--- src/logic/line_feed_pkg.sv ---
// constants, field layouts and carrier types for the line feed control registers
// assumes a single 250 MHz clock and the plain register port described in the top module
//
// Functional notes
// [RULE_01] converter variant: feed bit 4 picks overhead span, 0 is 9 V, 1 is 13.5 V
// [RULE_02] converter variant: feed bit 3 forces battery to high setting; else reads 0
// [RULE_03] feed bit 2 reads 0 on converter variant, 1 on external-battery variants
// [RULE_04] external-battery variants: feed bit 1 picks battery and drives switch output
// [RULE_05] converter variant: feed bit 0 picks tracking, 1 follows ring voltage
// [RULE_06] control bit 6 forces tip or ring to follow common-mode setting
// [RULE_07] control bit 5 forces differential voltage to follow on-hook setting
// [RULE_08] control bit 4 enables automatic speed-up
// [RULE_09] control bit 3 switches to low battery automatically while off-hook
// [RULE_10] control bit 2 moves line to active on debounced ring trip
// [RULE_11] control bit 1 moves line to active on debounced loop closure
// [RULE_12] control bit 0 moves line to open on power alarm
// [RULE_13] status bit 2 is raw detector output, active low
// [RULE_14] status bit 1 is debounced ring-trip indicator, read only
// [RULE_15] status bit 0 is debounced loop-closure indicator, read only
// [RULE_16] open state is code 000, active is 001 forward or 101 reverse
// [RULE_17] indicators assert after raw input steady for 0 to 159 ms in 1.25 ms steps
// [RULE_18] status writes ignored, reserved bits always return fixed values; converter feed bit 1 resets to 1, reads 0 after a write
`default_nettype none
package line_feed_pkg;

  localparam logic [7:0] feed_offset    = 8'h42;
  localparam logic [7:0] control_offset = 8'h43;
  localparam logic [7:0] status_offset  = 8'h44;
  localparam logic [7:0] irq_stat_offset = 8'h45;
  localparam logic [7:0] irq_mask_offset = 8'h46;
  localparam logic [7:0] lc_interval_offset = 8'h47;
  localparam logic [7:0] rt_interval_offset = 8'h48;

  localparam int overhead_bit  = 4;
  localparam int force_bit     = 3;
  localparam int fixed_bit     = 2;
  localparam int supply_bit    = 1;
  localparam int track_bit     = 0;

  localparam logic [7:0] feed_reset_conv = 8'h03;
  localparam logic [7:0] feed_reset_ext  = 8'h06;
  localparam logic [7:0] feed_mask_conv  = 8'h19;
  localparam logic [7:0] feed_mask_ext   = 8'h02;
  localparam logic [7:0] control_mask    = 8'h7f;
  localparam logic [7:0] control_reset   = 8'h00;
  localparam logic [6:0] interval_reset  = 7'h0a;

  localparam logic [2:0] state_open       = 3'h0;
  localparam logic [2:0] state_fwd_active = 3'h1;
  localparam logic [2:0] state_rev_active = 3'h5;

  // the 1.25 ms step of the debounce interval, as cycles of the 4 ns clock
  localparam int step_ns     = 1250000;
  localparam int clk_ns      = 4;
  localparam int step_cycles = step_ns / clk_ns;

  typedef struct packed {
    logic       common_mode_manual;
    logic       differential_manual;
    logic       speedup_enable;
    logic       auto_battery_switch;
    logic       auto_active_on_ring_trip;
    logic       auto_active_on_loop_closure;
    logic       auto_open_on_power_alarm;
  } control_s;

  typedef struct packed {
    logic       overhead_range_sel;
    logic       battery_force_high_follow;
    logic       battery_supply_select;
    logic       track_ring;
  } feed_s;

endpackage : line_feed_pkg
`default_nettype wire

--- src/logic/steady_filter.sv ---
// debounce filter: output follows the input once it has stood still for the interval
// assumes a one-cycle step tick from the caller
`timescale 1ns/1ps
`default_nettype none
module steady_filter (
  input  wire logic       ref_clk,
  input  wire logic       sys_rst,
  input  wire logic       step_tick,
  input  wire logic       raw_in,
  input  wire logic [6:0] interval,
  output logic            filtered
);

  logic       last_raw;
  logic [6:0] steps;
  wire        moved   = raw_in != last_raw;
  wire        elapsed = steps >= interval;

  always_ff @(posedge ref_clk or posedge sys_rst) begin
    if (sys_rst) begin
      last_raw <= 1'b0;
      steps    <= 7'h00;
      filtered <= 1'b0;
    end else begin
      last_raw <= raw_in;
      if (moved) begin
        steps <= 7'h00;
      end else if (step_tick && !elapsed) begin
        steps <= steps + 7'h01;
      end
      if (!moved && elapsed) begin
        filtered <= raw_in; // see [RULE_17]
      end
    end
  end

  // a change of the filtered value needs the raw level steady over the whole count
  a_filter_steady : assert property (@(posedge ref_clk) disable iff (sys_rst)
    $changed(filtered) |-> $past(raw_in) == filtered && $past(elapsed)) // see [RULE_17]
    else $error("filter changed before the interval elapsed");

endmodule : steady_filter
`default_nettype wire

--- src/logic/line_feed_regs.sv ---
// line feed battery and automatic control registers with detection status
// assumes synchronous detector inputs and a one-cycle read/write strobe master
//
// Added by the designer: the strobed register port.
`timescale 1ns/1ps
`default_nettype none
module line_feed_regs #(
  parameter bit       converter_variant = 1'b1,
  parameter int       step_count        = line_feed_pkg::step_cycles
) (
  input  wire logic       ref_clk,
  input  wire logic       sys_rst,
  input  wire logic [7:0] addr,
  input  wire logic [7:0] wdata,
  input  wire logic       wr_en,
  input  wire logic       rd_en,
  output logic [7:0]      rdata,
  input  wire logic       ring_trip_raw_n,
  input  wire logic       loop_closure_raw_n,
  input  wire logic       power_alarm,
  input  wire logic       reverse_polarity,
  input  wire logic [2:0] line_state_request,
  input  wire logic       off_hook,
  output logic [2:0]      actual_line_state,
  output logic            battery_switch_out,
  output line_feed_pkg::feed_s    feed_cfg,
  output line_feed_pkg::control_s control_cfg,
  output logic            use_low_battery,
  output logic            irq
);

  // ******************************************************
  // register storage
  // ******************************************************
  logic [7:0] feed;
  logic [6:0] control;
  logic [6:0] lc_interval;
  logic [6:0] rt_interval;
  logic [2:0] irq_stat;
  logic [2:0] irq_mask;
  logic [2:0] last_state_request;
  logic       ring_trip_flag;
  logic       loop_closed_flag;
  logic       last_rt;
  logic       last_lc;
  logic       last_alarm;
  logic [31:0] step_div;
  logic       step_tick;

  localparam logic [7:0] feed_rw_mask =
    converter_variant ? line_feed_pkg::feed_mask_conv : line_feed_pkg::feed_mask_ext;
  localparam logic [7:0] feed_fixed =
    converter_variant ? 8'h00 : 8'h04;                   // see [RULE_03]

  function automatic logic hit(input logic [7:0] a, input logic [7:0] off);
    hit = a == off;
  endfunction : hit

  wire wr_feed    = wr_en && hit(addr, line_feed_pkg::feed_offset);
  wire wr_control = wr_en && hit(addr, line_feed_pkg::control_offset);
  wire wr_istat   = wr_en && hit(addr, line_feed_pkg::irq_stat_offset);
  wire wr_imask   = wr_en && hit(addr, line_feed_pkg::irq_mask_offset);
  wire wr_lc      = wr_en && hit(addr, line_feed_pkg::lc_interval_offset);
  wire wr_rt      = wr_en && hit(addr, line_feed_pkg::rt_interval_offset);

  // reserved bits are masked off and the fixed bit forced, whatever is written
  wire [7:0] next_feed = (wdata & feed_rw_mask) | feed_fixed;   // see [RULE_18]

  // ******************************************************
  // debounce step divider and filters
  // ******************************************************
  always_ff @(posedge ref_clk or posedge sys_rst) begin
    if (sys_rst) begin
      step_div  <= 32'h0;
      step_tick <= 1'b0;
    end else begin
      step_tick <= step_div == 32'(step_count - 1);
      step_div  <= (step_div == 32'(step_count - 1)) ? 32'h0 : step_div + 32'h1;
    end
  end

  logic rt_filtered;
  logic lc_filtered;

  steady_filter rt_filter (
    .ref_clk   (ref_clk),
    .sys_rst   (sys_rst),
    .step_tick (step_tick),
    .raw_in    (!ring_trip_raw_n),
    .interval  (rt_interval),
    .filtered  (rt_filtered)
  );

  steady_filter lc_filter (
    .ref_clk   (ref_clk),
    .sys_rst   (sys_rst),
    .step_tick (step_tick),
    .raw_in    (!loop_closure_raw_n),
    .interval  (lc_interval),
    .filtered  (lc_filtered)
  );

  // ******************************************************
  // automatic line state
  // ******************************************************
  wire [2:0] active_code = reverse_polarity ? line_feed_pkg::state_rev_active
                                            : line_feed_pkg::state_fwd_active;
  wire rt_rise    = ring_trip_flag && !last_rt;
  wire lc_rise    = loop_closed_flag && !last_lc;
  wire alarm_rise = power_alarm && !last_alarm;
  wire go_open    = control[0] && alarm_rise;                        // see [RULE_12]
  wire go_active  = (control[2] && rt_rise) || (control[1] && lc_rise); // see [RULE_10] [RULE_11]
  wire req_moved  = line_state_request != last_state_request;

  // enabled power alarm wins: its rise opens the line even in a cycle that would drive it active
  wire [2:0] next_state =
    go_open   ? line_feed_pkg::state_open :                          // see [RULE_16]
    go_active ? active_code :                                        // see [RULE_16]
    req_moved ? line_state_request : actual_line_state;

  always_ff @(posedge ref_clk or posedge sys_rst) begin
    if (sys_rst) begin
      actual_line_state  <= line_feed_pkg::state_open;
      last_state_request <= line_feed_pkg::state_open;
      last_rt            <= 1'b0;
      last_lc            <= 1'b0;
      last_alarm         <= 1'b0;
    end else begin
      actual_line_state  <= next_state;
      last_state_request <= line_state_request;
      last_rt            <= ring_trip_flag;
      last_lc            <= loop_closed_flag;
      last_alarm         <= power_alarm;
    end
  end

  // ******************************************************
  // registers, status and events
  // ******************************************************
  wire [2:0] events    = {alarm_rise, rt_rise, lc_rise};
  wire [2:0] next_istat = (irq_stat & ~(wr_istat ? wdata[2:0] : 3'h0)) | events;

  always_ff @(posedge ref_clk or posedge sys_rst) begin
    if (sys_rst) begin
      feed             <= converter_variant ? line_feed_pkg::feed_reset_conv
                                            : line_feed_pkg::feed_reset_ext;
      control          <= line_feed_pkg::control_reset[6:0];
      lc_interval      <= line_feed_pkg::interval_reset;
      rt_interval      <= line_feed_pkg::interval_reset;
      irq_stat         <= 3'h0;
      irq_mask         <= 3'h0;
      ring_trip_flag   <= 1'b0;
      loop_closed_flag <= 1'b0;
    end else begin
      if (wr_feed) begin
        feed <= next_feed;                                  // see [RULE_02] [RULE_04]
      end
      if (wr_control) begin
        control <= wdata[6:0] & line_feed_pkg::control_mask[6:0];
      end
      if (wr_lc) begin
        lc_interval <= wdata[6:0];
      end
      if (wr_rt) begin
        rt_interval <= wdata[6:0];
      end
      if (wr_imask) begin
        irq_mask <= wdata[2:0];
      end
      irq_stat         <= next_istat; // set wins over clear
      ring_trip_flag   <= rt_filtered;                      // see [RULE_14]
      loop_closed_flag <= lc_filtered;                      // see [RULE_15]
    end
  end

  // status register has no write path at all
  wire [7:0] status_word = {5'h00, ring_trip_raw_n & loop_closure_raw_n, // see [RULE_13]
                            ring_trip_flag, loop_closed_flag};           // see [RULE_18]

  wire [7:0] read_word =
    hit(addr, line_feed_pkg::feed_offset)        ? feed :
    hit(addr, line_feed_pkg::control_offset)     ? {1'b0, control} :
    hit(addr, line_feed_pkg::status_offset)      ? status_word :
    hit(addr, line_feed_pkg::irq_stat_offset)    ? {5'h00, irq_stat} :
    hit(addr, line_feed_pkg::irq_mask_offset)    ? {5'h00, irq_mask} :
    hit(addr, line_feed_pkg::lc_interval_offset) ? {1'b0, lc_interval} :
    hit(addr, line_feed_pkg::rt_interval_offset) ? {1'b0, rt_interval} : 8'h00;

  // ******************************************************
  // outputs, all registered
  // ******************************************************
  always_ff @(posedge ref_clk or posedge sys_rst) begin
    if (sys_rst) begin
      rdata              <= 8'h00;
      battery_switch_out <= 1'b0;
      feed_cfg           <= '0;
      control_cfg        <= '0;
      use_low_battery    <= 1'b0;
      irq                <= 1'b0;
    end else begin
      rdata              <= rd_en ? read_word : 8'h00;
      battery_switch_out <= !converter_variant && feed[line_feed_pkg::supply_bit]; // see [RULE_04]
      feed_cfg           <= {feed[line_feed_pkg::overhead_bit],        // see [RULE_01]
                             feed[line_feed_pkg::force_bit],           // see [RULE_02]
                             feed[line_feed_pkg::supply_bit],
                             feed[line_feed_pkg::track_bit]};          // see [RULE_05]
      control_cfg        <= control;                       // see [RULE_06] [RULE_07] [RULE_08]
      use_low_battery    <= control[3] && off_hook;        // see [RULE_09]
      irq                <= |(next_istat & irq_mask);
    end
  end

  // ******************************************************
  // checks
  // ******************************************************
  a_status_ro : assert property (@(posedge ref_clk) disable iff (sys_rst) // see [RULE_18]
    wr_en && hit(addr, line_feed_pkg::status_offset) |=> $stable(ring_trip_flag) || rt_filtered)
    else $error("status write changed a flag");

  a_alarm_open : assert property (@(posedge ref_clk) disable iff (sys_rst) // see [RULE_12]
    control[0] && alarm_rise |=> actual_line_state == line_feed_pkg::state_open)
    else $error("power alarm did not open line");

  a_rt_active : assert property (@(posedge ref_clk) disable iff (sys_rst) // see [RULE_10]
    control[2] && rt_rise && !go_open |=> actual_line_state == $past(active_code))
    else $error("ring trip did not activate line");

  a_lc_active : assert property (@(posedge ref_clk) disable iff (sys_rst) // see [RULE_11]
    control[1] && lc_rise && !go_open |=> actual_line_state == $past(active_code))
    else $error("loop closure did not activate line");

  a_feed_fixed : assert property (@(posedge ref_clk) disable iff (sys_rst) // see [RULE_03]
    feed[line_feed_pkg::fixed_bit] == !converter_variant && feed[7:5] == 3'h0)
    else $error("fixed feed bits wrong");

  a_force_zero : assert property (@(posedge ref_clk) disable iff (sys_rst) // see [RULE_02]
    !converter_variant |-> !feed[line_feed_pkg::force_bit])
    else $error("force bit set on external variant");

  a_switch_pin : assert property (@(posedge ref_clk) disable iff (sys_rst) // see [RULE_04]
    wr_feed ##2 !wr_feed |-> battery_switch_out == (!converter_variant && $past(wdata[1], 2)))
    else $error("switch output does not follow select");

  a_raw_status : assert property (@(posedge ref_clk) disable iff (sys_rst) // see [RULE_13]
    rd_en && hit(addr, line_feed_pkg::status_offset)
      |=> rdata[2] == $past(ring_trip_raw_n && loop_closure_raw_n))
    else $error("raw status bit wrong");

  a_low_battery : assert property (@(posedge ref_clk) disable iff (sys_rst) // see [RULE_09]
    !control[3] |=> !use_low_battery)
    else $error("low battery used while disabled");

  a_read_once : assert property (@(posedge ref_clk) disable iff (sys_rst)
    !rd_en |=> rdata == 8'h00)
    else $error("read data outside read slot");

  a_ctrl_out : assert property (@(posedge ref_clk) disable iff (sys_rst) // see [RULE_06]
    wr_control ##1 !wr_control |=> control_cfg == $past(wdata[6:0], 2))
    else $error("control outputs do not follow register");

endmodule : line_feed_regs
`default_nettype wire

--- config.mk ---
export PLATFORM = sky130hd
export DESIGN_NAME = line_feed_regs
export DESIGN_NICKNAME = d
export VERILOG_FILES = /design/src/logic/line_feed_pkg.sv /design/src/logic/steady_filter.sv /design/src/logic/line_feed_regs.sv
export SDC_FILE = /design/constraint.sdc
export NUM_CORES = 1
export LEC_CHECK = 0
export ABC_AREA = 1
export BUFFER_PORTS_ARGS = -buffer_cell sky130_fd_sc_hd__buf_2
export CAP_MARGIN = 20
export CORE_ASPECT_RATIO = 0.75
export CORE_MARGIN = 2
export CORE_UTILIZATION = 50
export CTS_BUF_LIST = sky130_fd_sc_hd__clkbuf_4 sky130_fd_sc_hd__clkbuf_8
export CTS_CLUSTER_DIAMETER = 80
export CTS_CLUSTER_SIZE = 16
export DETAILED_ROUTE_END_ITERATION = 8
export GPL_TIMING_DRIVEN = 0
export PLACE_DENSITY_LB_ADDON = 0.15
export RECOVER_POWER = 50
export SYNTH_ARGS = -nofsm -noshare
export SYNTH_HDL_FRONTEND = slang
export SYNTH_HIERARCHICAL = 1
export SYNTH_SLANG_ARGS = --single-unit
--- constraint.sdc ---
create_clock -name ref_clk -period 3.84 [get_ports ref_clk]
set_input_delay 0.96 -clock ref_clk [delete_from_list [all_inputs] [get_ports ref_clk]]
set_output_delay 0.96 -clock ref_clk [all_outputs]
set_load 0.05 [all_outputs]
# Word-level counts from Yosys, hierarchy flattened

Index checks and enable logic that the tools add are counted.

Register bits after elaboration: 113
Bits in latches: 0
RAM bits: 0
Bits in read-only memories: 0
Input port bits: 28
Output and inout port bits: 25
Memories: 0

$add $sub $neg: 3
Multipliers: 0
Divide/modulo/power cells: 0
$lt $le $gt $ge: 2
Equality and inequality tests: 11
Shift operators: 0
Mux-type cells: 18
Bitwise logic cells: 5
Reduce and logical (&&, ||, !) cells: 31

Operator list:

| cell                                             | number |
|---|---|
| two-way mux 7 bit                                | 12 |
| == test 8 x 7 -> 1 bit (second input constant)   | 7 |
| adder 32 x 1 -> 32 bit (second input constant)   | 1 |
| == test 32 x 19 -> 1 bit (second input constant) | 1 |
| two-way mux 32 bit                               | 1 |
| logical AND 1 bit                                | 17 |
| two-way mux 3 bit                                | 5 |
| adder 7 x 1 -> 7 bit (second input constant)     | 2 |
| greater-or-equal comparator 7 bit                | 2 |
| logical NOT 1 bit                                | 9 |
| AND 3 bit                                        | 2 |
| nonzero test 2 bit                               | 2 |
| inequality test 3 bit                            | 1 |
| NOT 3 bit                                        | 1 |
| bitwise OR 3 bit                                 | 1 |
| nonzero test 3 bit                               | 1 |
| OR reduction 3 bit                               | 1 |
| inequality test 1 bit                            | 2 |
| AND 1 bit                                        | 1 |
| logical OR 1 bit                                 | 1 |

# Logic depth before layout (Yosys ltp)

Gate-level depths: netlist of the first run.

Word-level depth: 9
Depth in mapped cells: 12
Mapped depth without buffers: 11

# Cells and area by module

Netlist of the first run, hierarchy kept.

By module, submodules not included:

| module         | instances | cells an instance | area each (µm²) | seq. area each (µm²) |
|---|---|---|---|---|
| line_feed_regs | 1         | 530               | 4471.8          | 2384.8 |
| steady_filter  | 2         | 102               | 737.0           | 225.2 |

# Worst setup path before layout of the first run

No wires, ideal clock.

Path type: input port to flip-flop
Start point: input port addr[7]
End point: register rdata[2]
Data arrival time: 1.841 ns
Required time: 3.714 ns
Setup slack: 1.873 ns
Stages on the path: 11
Path through: inv_1 > nand2_1 > nor2_4 > buf_4 > nand2_1 > nor2_1 > nand2_1 > nand2_1 > inv_1 > o21ai_0 > a21oi_1

Cells in the longest elaborated chain, start to end: 9
Elaborated cells between the ends (all ways): 15
Those cells by class: eq/ne (7); mux (8)

RTL lines:

| what                   | line                  | text |
|---|---|---|
| start: declaration     | line_feed_regs.sv:13  | `input wire logic [7:0] addr,` |
| == test 8 x 7 -> 1 bit | line_feed_regs.sv:56  | `hit = a == off;` |
| two-way mux 7 bit      | line_feed_regs.sv:187 | `hit(addr, line_feed_pkg::rt_interval_offset) ? {1'b0, rt_interval} : 8'h00;` |
| two-way mux 7 bit      | line_feed_regs.sv:186 | `hit(addr, line_feed_pkg::lc_interval_offset) ? {1'b0, lc_interval} :` |
| two-way mux 7 bit      | line_feed_regs.sv:185 | `hit(addr, line_feed_pkg::irq_mask_offset) ? {5'h00, irq_mask} :` |
| two-way mux 7 bit      | line_feed_regs.sv:184 | `hit(addr, line_feed_pkg::irq_stat_offset) ? {5'h00, irq_stat} :` |
| two-way mux 7 bit      | line_feed_regs.sv:183 | `hit(addr, line_feed_pkg::status_offset) ? status_word :` |
| two-way mux 7 bit      | line_feed_regs.sv:182 | `hit(addr, line_feed_pkg::control_offset) ? {1'b0, control} :` |
| two-way mux 7 bit *    | line_feed_regs.sv:181 | `hit(addr, line_feed_pkg::feed_offset) ? feed :` |
| two-way mux 7 bit *    | line_feed_regs.sv:201 | `rdata <= rd_en ? read_word : 8'h00;` |
| end signal: assignment | line_feed_regs.sv:201 |  |
| end: declaration       | line_feed_regs.sv:17  | `output logic [7:0] rdata,` |

Mark *: on every way between the ends. The rest lies on a longest branch, timed or not.
A chain may end at the register's enable or synchronous reset.

# Worst setup path after layout of the first run

Start point: register control_cfg[5] (netlist name)
End point: output port control_cfg[5] (netlist name)

RTL lines:

| what                     | line                  | text |
|---|---|---|
| start: declaration       | line_feed_regs.sv:27  | `output line_feed_pkg::control_s control_cfg,` |
| start signal: assignment | line_feed_regs.sv:207 | `control_cfg <= control;` |

No word-level cell between the ends.

==> flow_metrics.env, run 1 <==
export IMPL_clkSlewWorstSetupHoldPaths_ns=0.07
export IMPL_drive_gt1_share_pct=15.1
export IMPL_clock_fmax_mhz=494
export IMPL_rsz0062_at_grt="no"
export IMPL_slowest_delay_ns=0.37
export IMPL_synth_xor_area_share_pct=5.01
export IMPL_cp_max_fo=1
export IMPL_diodes=0
export IMPL_final_cell_area_um2=6810
export IMPL_tns_ns=0
export IMPL_die_w_um=130
export IMPL_timing_final_ws_setup_ns=1.81
export IMPL_clock_sinks=113
export IMPL_die_area_um2=12800
export IMPL_hp_class="reg -> reg"
export IMPL_synthTopCellsByArea="dfrtp_1 45%, nand2_1 13%, inv_1 7.2%"
export IMPL_crit_path_end_kind="output port"
export IMPL_num_io_pins=53
export IMPL_syn_area_per_cell_um2=8.10
export IMPL_worst_ep_arrival_time_ns=1.07
export IMPL_globalRouteTotalUtil_pct=22.8
export IMPL_cap_violations=1
export IMPL_crit_chain="buf_2"
export IMPL_synthSimpleGateAreaFrac_pct=29.6
export IMPL_slew_headroom_pct=-19.8
export IMPL_setup_viol=0
export IMPL_vias_per_cell=5.01
export IMPL_crit_type="reg -> out"
export IMPL_grt_first_pass_wirelength_um=22800
export IMPL_yosysWarnings=6
export IMPL_fin_crit_ns=2.03
export IMPL_hold_depth=0
export IMPL_layout_common_cells="199 x nand2_1, 113 x inv_1, 107 x dfrtp_1"
export IMPL_syn_to_final_growth_pct=14.6
export IMPL_die_h_um=98.4
export IMPL_synth_adder_area_share_pct=3.58
export IMPL_crit_required_ns=2.88
export IMPL_hold_buffers=0
export IMPL_grt_pass1_vias=4731
export IMPL_hold_viol=0
export IMPL_wl_um=13600
export IMPL_hold_start="lc_filter/filtered"
export IMPL_cts_made_buffers=17
export IMPL_worstMarginPinSlew_ns=1.79
export IMPL_clockBufferDepth=2
export IMPL_final_common_cell="nand2_1"
export IMPL_synth_top_area_share_pct=45.0
export IMPL_vdd_drop_max_v=0.000237
export IMPL_drtIter0Drc=343
export IMPL_first_pass_iters=5
export IMPL_fin_nets=849
export IMPL_port_buffers=49
export IMPL_clock_latency_ns=0.43
export IMPL_synthMuxAreaShare_pct=0
export IMPL_worstPathBufferInverterCount=1
export IMPL_start_kind="flip-flop"
export IMPL_startpoint="control_cfg[5]"
export IMPL_fin_util_pct=58.7
export IMPL_layout_cells_non_filler=979
export IMPL_cp_top_family="flip-flops"
export IMPL_ys_ff_latch=113
export IMPL_status="finished, violations left"
export IMPL_cp_slowest_cell="dfrtp_1"
export IMPL_root_buffer="clkbuf_8"
export IMPL_synth_compound_area_share_pct=5.41
export IMPL_place_gp_congestion=0.900
export IMPL_p_leak_nw=3.47
export IMPL_numPlacedInstances=947
export IMPL_slew_viol_final=39
export IMPL_num_vias=4905
export IMPL_violations="capacitance limit, slew limit"
export IMPL_detail_route_wl_per_cell_um=13.9
export IMPL_yosysSeqAreaShare_pct=47.7
export IMPL_grt_max_degree=58
export IMPL_path_depth=1
export IMPL_finalCritPeriodShare_pct=52.8
export IMPL_synth_cell_types=35
export IMPL_initial_core_util_pct=51.2
export IMPL_antenna_found_initial=0
export IMPL_h_tree_depth=4
export IMPL_route_detailed_drc=0
export IMPL_cts_resized=0
export IMPL_netlist_area_um2=5950
export IMPL_core_rowCount=34
export IMPL_synth_top_area_cell="dfrtp_1"
export IMPL_synth_top_family_by_area="simple AND/OR/NAND/NOR gates"
export IMPL_ff2ff_path_depth=7
export IMPL_place_ws_ns=1.52
export IMPL_place_area_um2=6430
export IMPL_coreArea_um2=11600
export IMPL_skew_ns=0.0116
export IMPL_dpl_hpwl_um=10500
export IMPL_rr_startpoint="step_div[0]"
export IMPL_cts_tree="yes"
export IMPL_post_cts_setup_buffer_count=0
export IMPL_grt_overflow=0
export IMPL_drtAntennaViolNets=0
export IMPL_syn_inst=734
export IMPL_powerDensity_nw_per_um2=396
## per-layer routing
layer	share of wire, %	wire length [um]	vias up	track usage, %
li1	-	-	2451	-
met1	50	6800	2296	34.0
met2	44	5970	144	34.0
met3	5.3	714	14	5.05
met4	0.82	112	0	5.38
met5	0	0	-	0
## through the flow
| step | power [W] | hold WS [ns] |
|---|---|---|
| finish | 0.00270 | 0.390 |
| global placement | 0.00158 | 0.364 |
| global route | 0.00282 | 0.409 |
| detailed placement | 0.00159 | 0.379 |
| floorplan | 0.00150 | 0.354 |
| CTS | 0.00273 | 0.396 |
## registers in the layout (all words and copies together), names as in the netlist, 4 cells and up
signal / count
lc_filter/steps: 7
feed: 4
rt_filter/steps: 7
feed_cfg: 4
rdata: 7
control: 7
rt_interval: 7
control_cfg: 7
step_div: 32
lc_interval: 7
## worst paths after layout
path	to	slack, ns
max	control_cfg[5]	1.81
min	loop_closed_flag	0.39
max reg2reg	step_div[22]	1.94
min reg2reg	loop_closed_flag	0.39
max in group asynchronous	feed[0]	1.90
min in group asynchronous	rt_filter/steps[2]	0.51
## cell type report
cell class,instances,area (um2)
fill,1066,4800
inverter,121,455
sequential,113,2840
multi-input combinational,492,2590
buffer,9,61.3
clock inverter,14,153
timing repair buffer,50,264
clock buffer,18,248
tap,162,203
## report_power, final
part | switching (W) | internal [W] | leakage, nW
combinational | 0.000189 | 0.0000816 | 1.79
sequential | 0.0000514 | 0.00125 | 1.48
clock | 0.000527 | 0.000602 | 0.193
## logic make-up after synthesis
kind of cell | count (synthesis)
xor gates and xnor gates | 34
buffers and inverters | 130
DFF | 113
other | 1
adders and majority gates | 17
and+or+nand+nor | 381
AOI/OAI and AO/OA | 58
## cells in the mapped netlist (all sizes together)
master and count:
conb 1, dfrtp 107, xor2 21, nor3b 4, a31oi 1, or2 3
buf 7, o21ai 39, nand3b 6, ha 17, nand3 56, inv 121
a21oi 15, dfstp 6, xnor2 13, nand2 205, nand4 15, o31ai 1
o211ai 1, clkbuf 2, nor2 64, nor3 22, o21a 1, nor4 6
(Power assumes the default switching activity.)
==> run 2: changes to the inputs <==
==> constraint.sdc (replaced) <==
create_clock -name ref_clk -period 1.7 [get_ports ref_clk]
set_input_delay 0.425 -clock ref_clk [delete_from_list [all_inputs] [get_ports ref_clk]]
set_output_delay 0.425 -clock ref_clk [all_outputs]
set_load 0.05 [all_outputs]
==> flow_metrics.env, run 2 (synthesis results as in run 1) <==
export IMPL_largest_reg_flops=32
export IMPL_powerDensity_nw_per_um2=876
export IMPL_clock_fmax_mhz=610
export IMPL_slowest_delay_ns=0.56
export IMPL_grt_first_pass_wirelength_um=23300
export IMPL_globalRouteTotalUtil_pct=23.2
export IMPL_crit_type="reg -> reg"
export IMPL_slew_headroom_pct=51.7
export IMPL_antenna_found_initial=0
export IMPL_diodes=0
export IMPL_slew_viol_final=0
export IMPL_crit_required_ns=2.01
export IMPL_clkSlewWorstSetupHoldPaths_ns=0.07
export IMPL_dpl_hpwl_um=10400
export IMPL_place_area_um2=6440
export IMPL_grt_pass1_vias=4878
export IMPL_fin_crit_ns=1.64
export IMPL_hp_class="in -> reg"
export IMPL_fin_nets=863
export IMPL_coreArea_um2=11600
export IMPL_final_common_cell="nand2_1"
export IMPL_power_total_w=0.00621
export IMPL_place_ws_ns=-0.242
export IMPL_r2r_slack_ns=0.06
export IMPL_grt_max_degree=35
export IMPL_crit_chain="inv_2 -> ha_4 -> nand2_2 -> inv_2 -> nand2_2 -> nand2_2 -> nand2_4 -> nand3_4 -> nand2_4 -> nand2_2 -> nand2_2"
export IMPL_drtIter0Drc=382
export IMPL_drtAntennaViolNets=0
export IMPL_crit_path_end_kind="flip-flop"
export IMPL_h_tree_depth=4
export IMPL_root_buffer="clkbuf_8"
export IMPL_cts_tree="yes"
export IMPL_timing_final_ws_setup_ns=0.0614
export IMPL_die_w_um=130
export IMPL_vias_per_cell=5.14
export IMPL_top_register="step_div"
export IMPL_finalCritPeriodShare_pct=96.4
export IMPL_tns_ns=0
export IMPL_p_leak_nw=3.55
export IMPL_syn_to_final_growth_pct=19.2
export IMPL_layout_common_cells="185 x nand2_1, 109 x inv_1, 103 x dfrtp_1"
export IMPL_cp_max_fo=6
export IMPL_place_gp_congestion=0.878
export IMPL_skew_ns=0.00953
export IMPL_rsz0062_at_grt="yes"
export IMPL_worst_ep_arrival_time_ns=1.95
export IMPL_start_kind="flip-flop"
export IMPL_clock_sinks=113
export IMPL_status="finished, final reports clean"
export IMPL_first_pass_iters=5
export IMPL_port_buffers=49
export IMPL_num_io_pins=53
export IMPL_cp_slowest_cell="dfstp_2"
export IMPL_route_detailed_drc=0
export IMPL_cts_made_buffers=17
export IMPL_clock_latency_ns=0.43
export IMPL_vdd_drop_max_v=0.000506
export IMPL_worstMarginPinSlew_ns=0.721
export IMPL_drive_gt1_share_pct=20.6
export IMPL_final_cell_area_um2=7090
export IMPL_initial_core_util_pct=51.2
export IMPL_cap_violations=0
export IMPL_setup_viol=0
export IMPL_cp_common_cell="nand2_2"
export IMPL_die_area_um2=12800
export IMPL_grt_overflow=0
export IMPL_clockBufferDepth=2
export IMPL_wl_um=14400
export IMPL_die_h_um=98.4
export IMPL_hold_viol=0
export IMPL_core_rowCount=34
export IMPL_num_vias=5102
export IMPL_detail_route_wl_per_cell_um=14.5
run 2: changes by cell type in the layout (fill, tap and decap cells not counted), moves of 3 or more:
cell	before	now
dfrtp_2	0	4
buf_4	3	11
dfrtp_1	107	103
nand2_2	4	17
ha_1	17	13
nand2_1	199	185
inv_1	113	109
ha_4	0	3
inv_6	6	2
buf_12	0	3
clkinvlp_4	4	7
nor3_1	21	18
inv_2	7	11
nand3_2	3	6
run 2: final cells by class:
type	count	area, um2
Sequential cell	113	2840
Clock inverter	11	128
Inverter	121	458
Clock buffer	21	283
Tap cell	162	203
Timing Repair inverter	1	5.00
Multi-Input combinational cell	494	2750
Timing Repair Buffer	61	367
Fill cell	1033	4530
Buffer	9	56.3
run 2: timing repair:
item                       CTS  global route
setup buffers                1             8
cloned                       0             3
hold buffers                 1             0
pin swaps                    1            20
gates resized for setup      7            34
setup endpoints to repair   12            33
hold endpoints to repair    18             0
run 2: worst max-delay path: cells and delay by family (launching register included):
family | cells | cell delay [ns]
adders and majority gates | 1 | 0.25
DFF | 1 | 0.56
and+or+nand+nor | 8 | 0.61
buffers and inverters | 2 | 0.10
run 2: metrics by stage:
stage	cells	util (%)	hold WS, ns
5_1_grt	993	61.0	0.137
3_5_place_dp	948	55.5	0.369
6_report	993	61.0	0.145
3_3_place_gp	946	55.1	0.366
4_1_cts	982	59.5	0.117
2_1_floorplan	735	-	0.253
run 2: where the power goes:
group / switching (W) / leakage [nW] / internal (W) / total [W]
Combinational: 0.000461 / 1.88 / 0.000214 / 0.000674
Clock: 0.00115 / 0.191 / 0.00144 / 0.00259
Sequential: 0.000120 / 1.48 / 0.00282 / 0.00294
run 2: final timing paths:
path                                     from            endpoint  cells after the start
min in group asynchronous             sys_rst  lc_filter/steps[1]                      3
max in group asynchronous             sys_rst             feed[0]                      5
min reg2reg                rt_filter/filtered      ring_trip_flag                      0
max                            rt_interval[1]  rt_filter/steps[6]                     11
max reg2reg                    rt_interval[1]  rt_filter/steps[6]                     11
min                               power_alarm          last_alarm                      1
run 2: routing by layer:
layer | vias to the layer above | track usage [%] | share of wire [%]
met5 | - | 0 | 0
met4 | 0 | 6.78 | 1.4
met3 | 26 | 4.56 | 5.4
met2 | 155 | 34.6 | 45
met1 | 2427 | 34.4 | 48
li1 | 2494 | - | -
==> run 3: changes to the inputs <==
--- a/config.mk
+++ b/config.mk
@@ -5,7 +5,7 @@
 export SDC_FILE = /design/constraint.sdc
 export NUM_CORES = 1
 export LEC_CHECK = 0
-export ABC_AREA = 1
+export ABC_AREA = 0
 export BUFFER_PORTS_ARGS = -buffer_cell sky130_fd_sc_hd__buf_2
 export CAP_MARGIN = 20
 export CORE_ASPECT_RATIO = 0.75
@@ -18,6 +18,7 @@
 export GPL_TIMING_DRIVEN = 0
 export PLACE_DENSITY_LB_ADDON = 0.15
 export RECOVER_POWER = 50
+export REMOVE_ABC_BUFFERS = 1
 export SYNTH_ARGS = -nofsm -noshare
 export SYNTH_HDL_FRONTEND = slang
 export SYNTH_HIERARCHICAL = 1
==> flow_metrics.env, run 3 <==
export IMPL_rr_startpoint="rt_interval[1]"
export IMPL_drive_gt1_share_pct=41.0
export IMPL_fin_util_pct=66.7
export IMPL_wl_um=13200
export IMPL_netlist_area_um2=5560
export IMPL_die_area_um2=12000
export IMPL_syn_to_final_growth_pct=30.3
export IMPL_syn_area_per_cell_um2=11.4
export IMPL_core_rowCount=33
export IMPL_worstMarginPinSlew_ns=0.545
export IMPL_violations="setup timing"
export IMPL_synth_top_area_share_pct=48.2
export IMPL_largest_reg_flops=32
export IMPL_layout_common_cells="94 x dfrtp_1, 43 x buf_2, 32 x nor2_1, 32 x buf_4, 28 x xnor2_1"
export IMPL_vias_per_cell=5.70
export IMPL_timing_rr_end="rt_filter/steps[5]"
export IMPL_crit_chain="inv_2 -> ha_4 -> a21oi_4 -> o21ai_4 -> buf_12 -> a2111oi_4 -> xnor2_1 -> nor2_1"
export IMPL_yosysSeqAreaShare_pct=51.0
export IMPL_slowest_delay_ns=0.56
export IMPL_cp_endpoint="rt_filter/steps[5]"
export IMPL_synthTopCellsByCount="107 x dfrtp_1, 34 x nor2_1, 28 x xnor2_1"
export IMPL_cap_violations=0
export IMPL_port_buffers=49
export IMPL_root_buffer="clkbuf_8"
export IMPL_skew_ns=0.0112
export IMPL_setup_viol=11
export IMPL_place_ws_ns=-0.860
export IMPL_hold_slack_ns=0.117
export IMPL_grt_max_degree=73
export IMPL_finalCritPeriodShare_pct=105
export IMPL_detail_route_wl_per_cell_um=17.9
export IMPL_h_tree_depth=4
export IMPL_clock_fmax_mhz=558
export IMPL_drtAntennaViolNets=0
export IMPL_power_internal_w=0.00453
export IMPL_start_kind="flip-flop"
export IMPL_ff2ff_path_depth=8
export IMPL_coreArea_um2=10900
export IMPL_p_seq_share_pct=46.7
export IMPL_yosysWarnings=6
export IMPL_final_common_cell="dfrtp_1"
export IMPL_p_sw_share_pct=25.8
export IMPL_tns_ns=-0.623
export IMPL_syn_inst=486
export IMPL_p_switching_w=0.00157
export IMPL_cts_made_buffers=17
export IMPL_top_register="step_div"
export IMPL_crit_required_ns=1.99
export IMPL_combPwrFrac_pct=11.0
export IMPL_synth_cell_types=59
export IMPL_r2r_slack_ns=-0.09
export IMPL_startpoint="rt_interval[1]"
export IMPL_powerDensity_nw_per_um2=843
export IMPL_slew_viol_final=0
export IMPL_p_leak_nw=3.25
export IMPL_place_gp_congestion=0.814
export IMPL_crit_type="reg -> reg"
export IMPL_num_vias=4204
export IMPL_cp_slowest_cell="dfstp_2"
export IMPL_slew_headroom_pct=63.6
export IMPL_cp_top_family="flip-flops"
export IMPL_dpl_hpwl_um=8580
export IMPL_synth_top_area_cell="dfrtp_1"
export IMPL_diodes=0
export IMPL_crit_path_end_kind="flip-flop"
export IMPL_initial_core_util_pct=51.2
export IMPL_first_pass_iters=5
export IMPL_hp_class="in -> reg"
export IMPL_clkPwrFrac_pct=42.2
export IMPL_die_w_um=126
export IMPL_status="finished, violations left"
export IMPL_grt_overflow=0
export IMPL_fin_crit_ns=1.79
export IMPL_synthFlopType="dfrtp_1"
export IMPL_cp_max_fo=7
export IMPL_ys_ff_latch=113
export IMPL_worst_ep_arrival_time_ns=2.08
export IMPL_grt_first_pass_wirelength_um=21100
export IMPL_ys_async_sr_fraction_pct=100
export IMPL_clkSlewWorstSetupHoldPaths_ns=0.07
export IMPL_place_area_um2=5950
export IMPL_hold_viol=0
export IMPL_cts_tree="yes"
export IMPL_grt_pass1_vias=4026
export IMPL_fin_nets=629
export IMPL_drtIter0Drc=361
export IMPL_route_detailed_drc=0
export IMPL_synth_edf_count=0
export IMPL_worstPathBufferInverterCount=2
export IMPL_hold_start="power_alarm"
export IMPL_rsz0062_at_grt="yes"
export IMPL_vdd_drop_max_v=0.000495
export IMPL_synthTopCellsByArea="dfrtp_1 48%, mux2_2 5.5%, xnor2_1 4.4%"
export IMPL_globalRouteTotalUtil_pct=23.0
export IMPL_timing_final_ws_setup_ns=-0.0929
export IMPL_final_cell_area_um2=7240
export IMPL_clockBufferDepth=2
export IMPL_clock_latency_ns=0.43
export IMPL_clock_sinks=113
export IMPL_num_io_pins=53
export IMPL_antenna_found_initial=0
export IMPL_path_depth=8
export IMPL_yosysMostFrequentCell="dfrtp_1"
export IMPL_die_h_um=95.3
## run 3: changes by cell type in the layout (fill, tap and decap cells not counted), sizes merged, moves of 12 or more
cell | before | now
nand2 | 205 | 25
inv | 122 | 24
nand3 | 58 | 16
nor2 | 64 | 36
mux2 | 0 | 27
buf | 59 | 84
o21ai | 39 | 14
nor3 | 22 | 6
xnor2 | 13 | 28
nor2b | 0 | 12
## run 3: stage by stage
| stage | std cells | total power [W] |
|---|---|---|
| 4_1_cts | 724 | 0.00608 |
| 3_3_place_gp | 662 | 0.00340 |
| 6_report | 737 | 0.00610 |
| 3_5_place_dp | 664 | 0.00342 |
| 5_1_grt | 737 | 0.00637 |
| 2_1_floorplan | 473 | 0.00323 |
## run 3: repair_timing
item,4_1_cts,5_1_grt
hold endpoints to repair,19,0
hold buffers,1,0
buffers inserted,26,13
setup endpoints to repair,68,52
resized for setup,70,39
cloned,1,0
pin swaps,34,35
## run 3: worst min path at each step
stage                                     to  slack (ns)  depth (start not counted)
after global routing              last_alarm         0.1                          1
after detailed placement      control_cfg[5]        0.39                          0
after global placement        ring_trip_flag        0.38                          0
final                             last_alarm        0.12                          1
after floorplan           lc_filter/filtered        0.25                          1
after CTS                         last_alarm         0.1                          1
## run 3: layout make-up
cell class / count / area, um2
inverters: 24 / 92.6
clock inverters: 9 / 105
fillers: 822 / 3620
well taps: 140 / 175
multi-input cells: 337 / 3090
repair buffers: 91 / 623
clock buffers: 23 / 304
flip-flops and latches: 113 / 2850
## run 3: logic make-up after synthesis
kind of cell	after synthesis	share of synthesized area (%)
and+or+nand+nor	169	17.5
DFF	113	51.0
AOI/OAI and AO/OA	68	10.6
xor gates and xnor gates	45	7.09
buffers and inverters	38	2.97
muxes	35	6.91
adders and majority gates	17	3.83
other	1	0.0675
## run 3: power by group through the flow
stage          Sequential [W]  Clock [W]  Combinational [W]
3_3_place_gp          0.00290          0           0.000497
3_5_place_dp          0.00290          0           0.000513
2_1_floorplan         0.00296          0           0.000271
4_1_cts               0.00285    0.00263           0.000598
6_report              0.00285    0.00258           0.000671
5_1_grt               0.00286    0.00278           0.000729
## run 3: layer usage
layer  up-vias  global-route usage (%)  wire [um]  part of all wire (%)
met1      2102                    34.0       6460                    49
met2       127                    32.8       5760                    44
li1       1947                       -          -                     -
met5         -                       0          0                     0
met4         0                    6.94        189                   1.4
met3        28                    6.62        798                   6.0
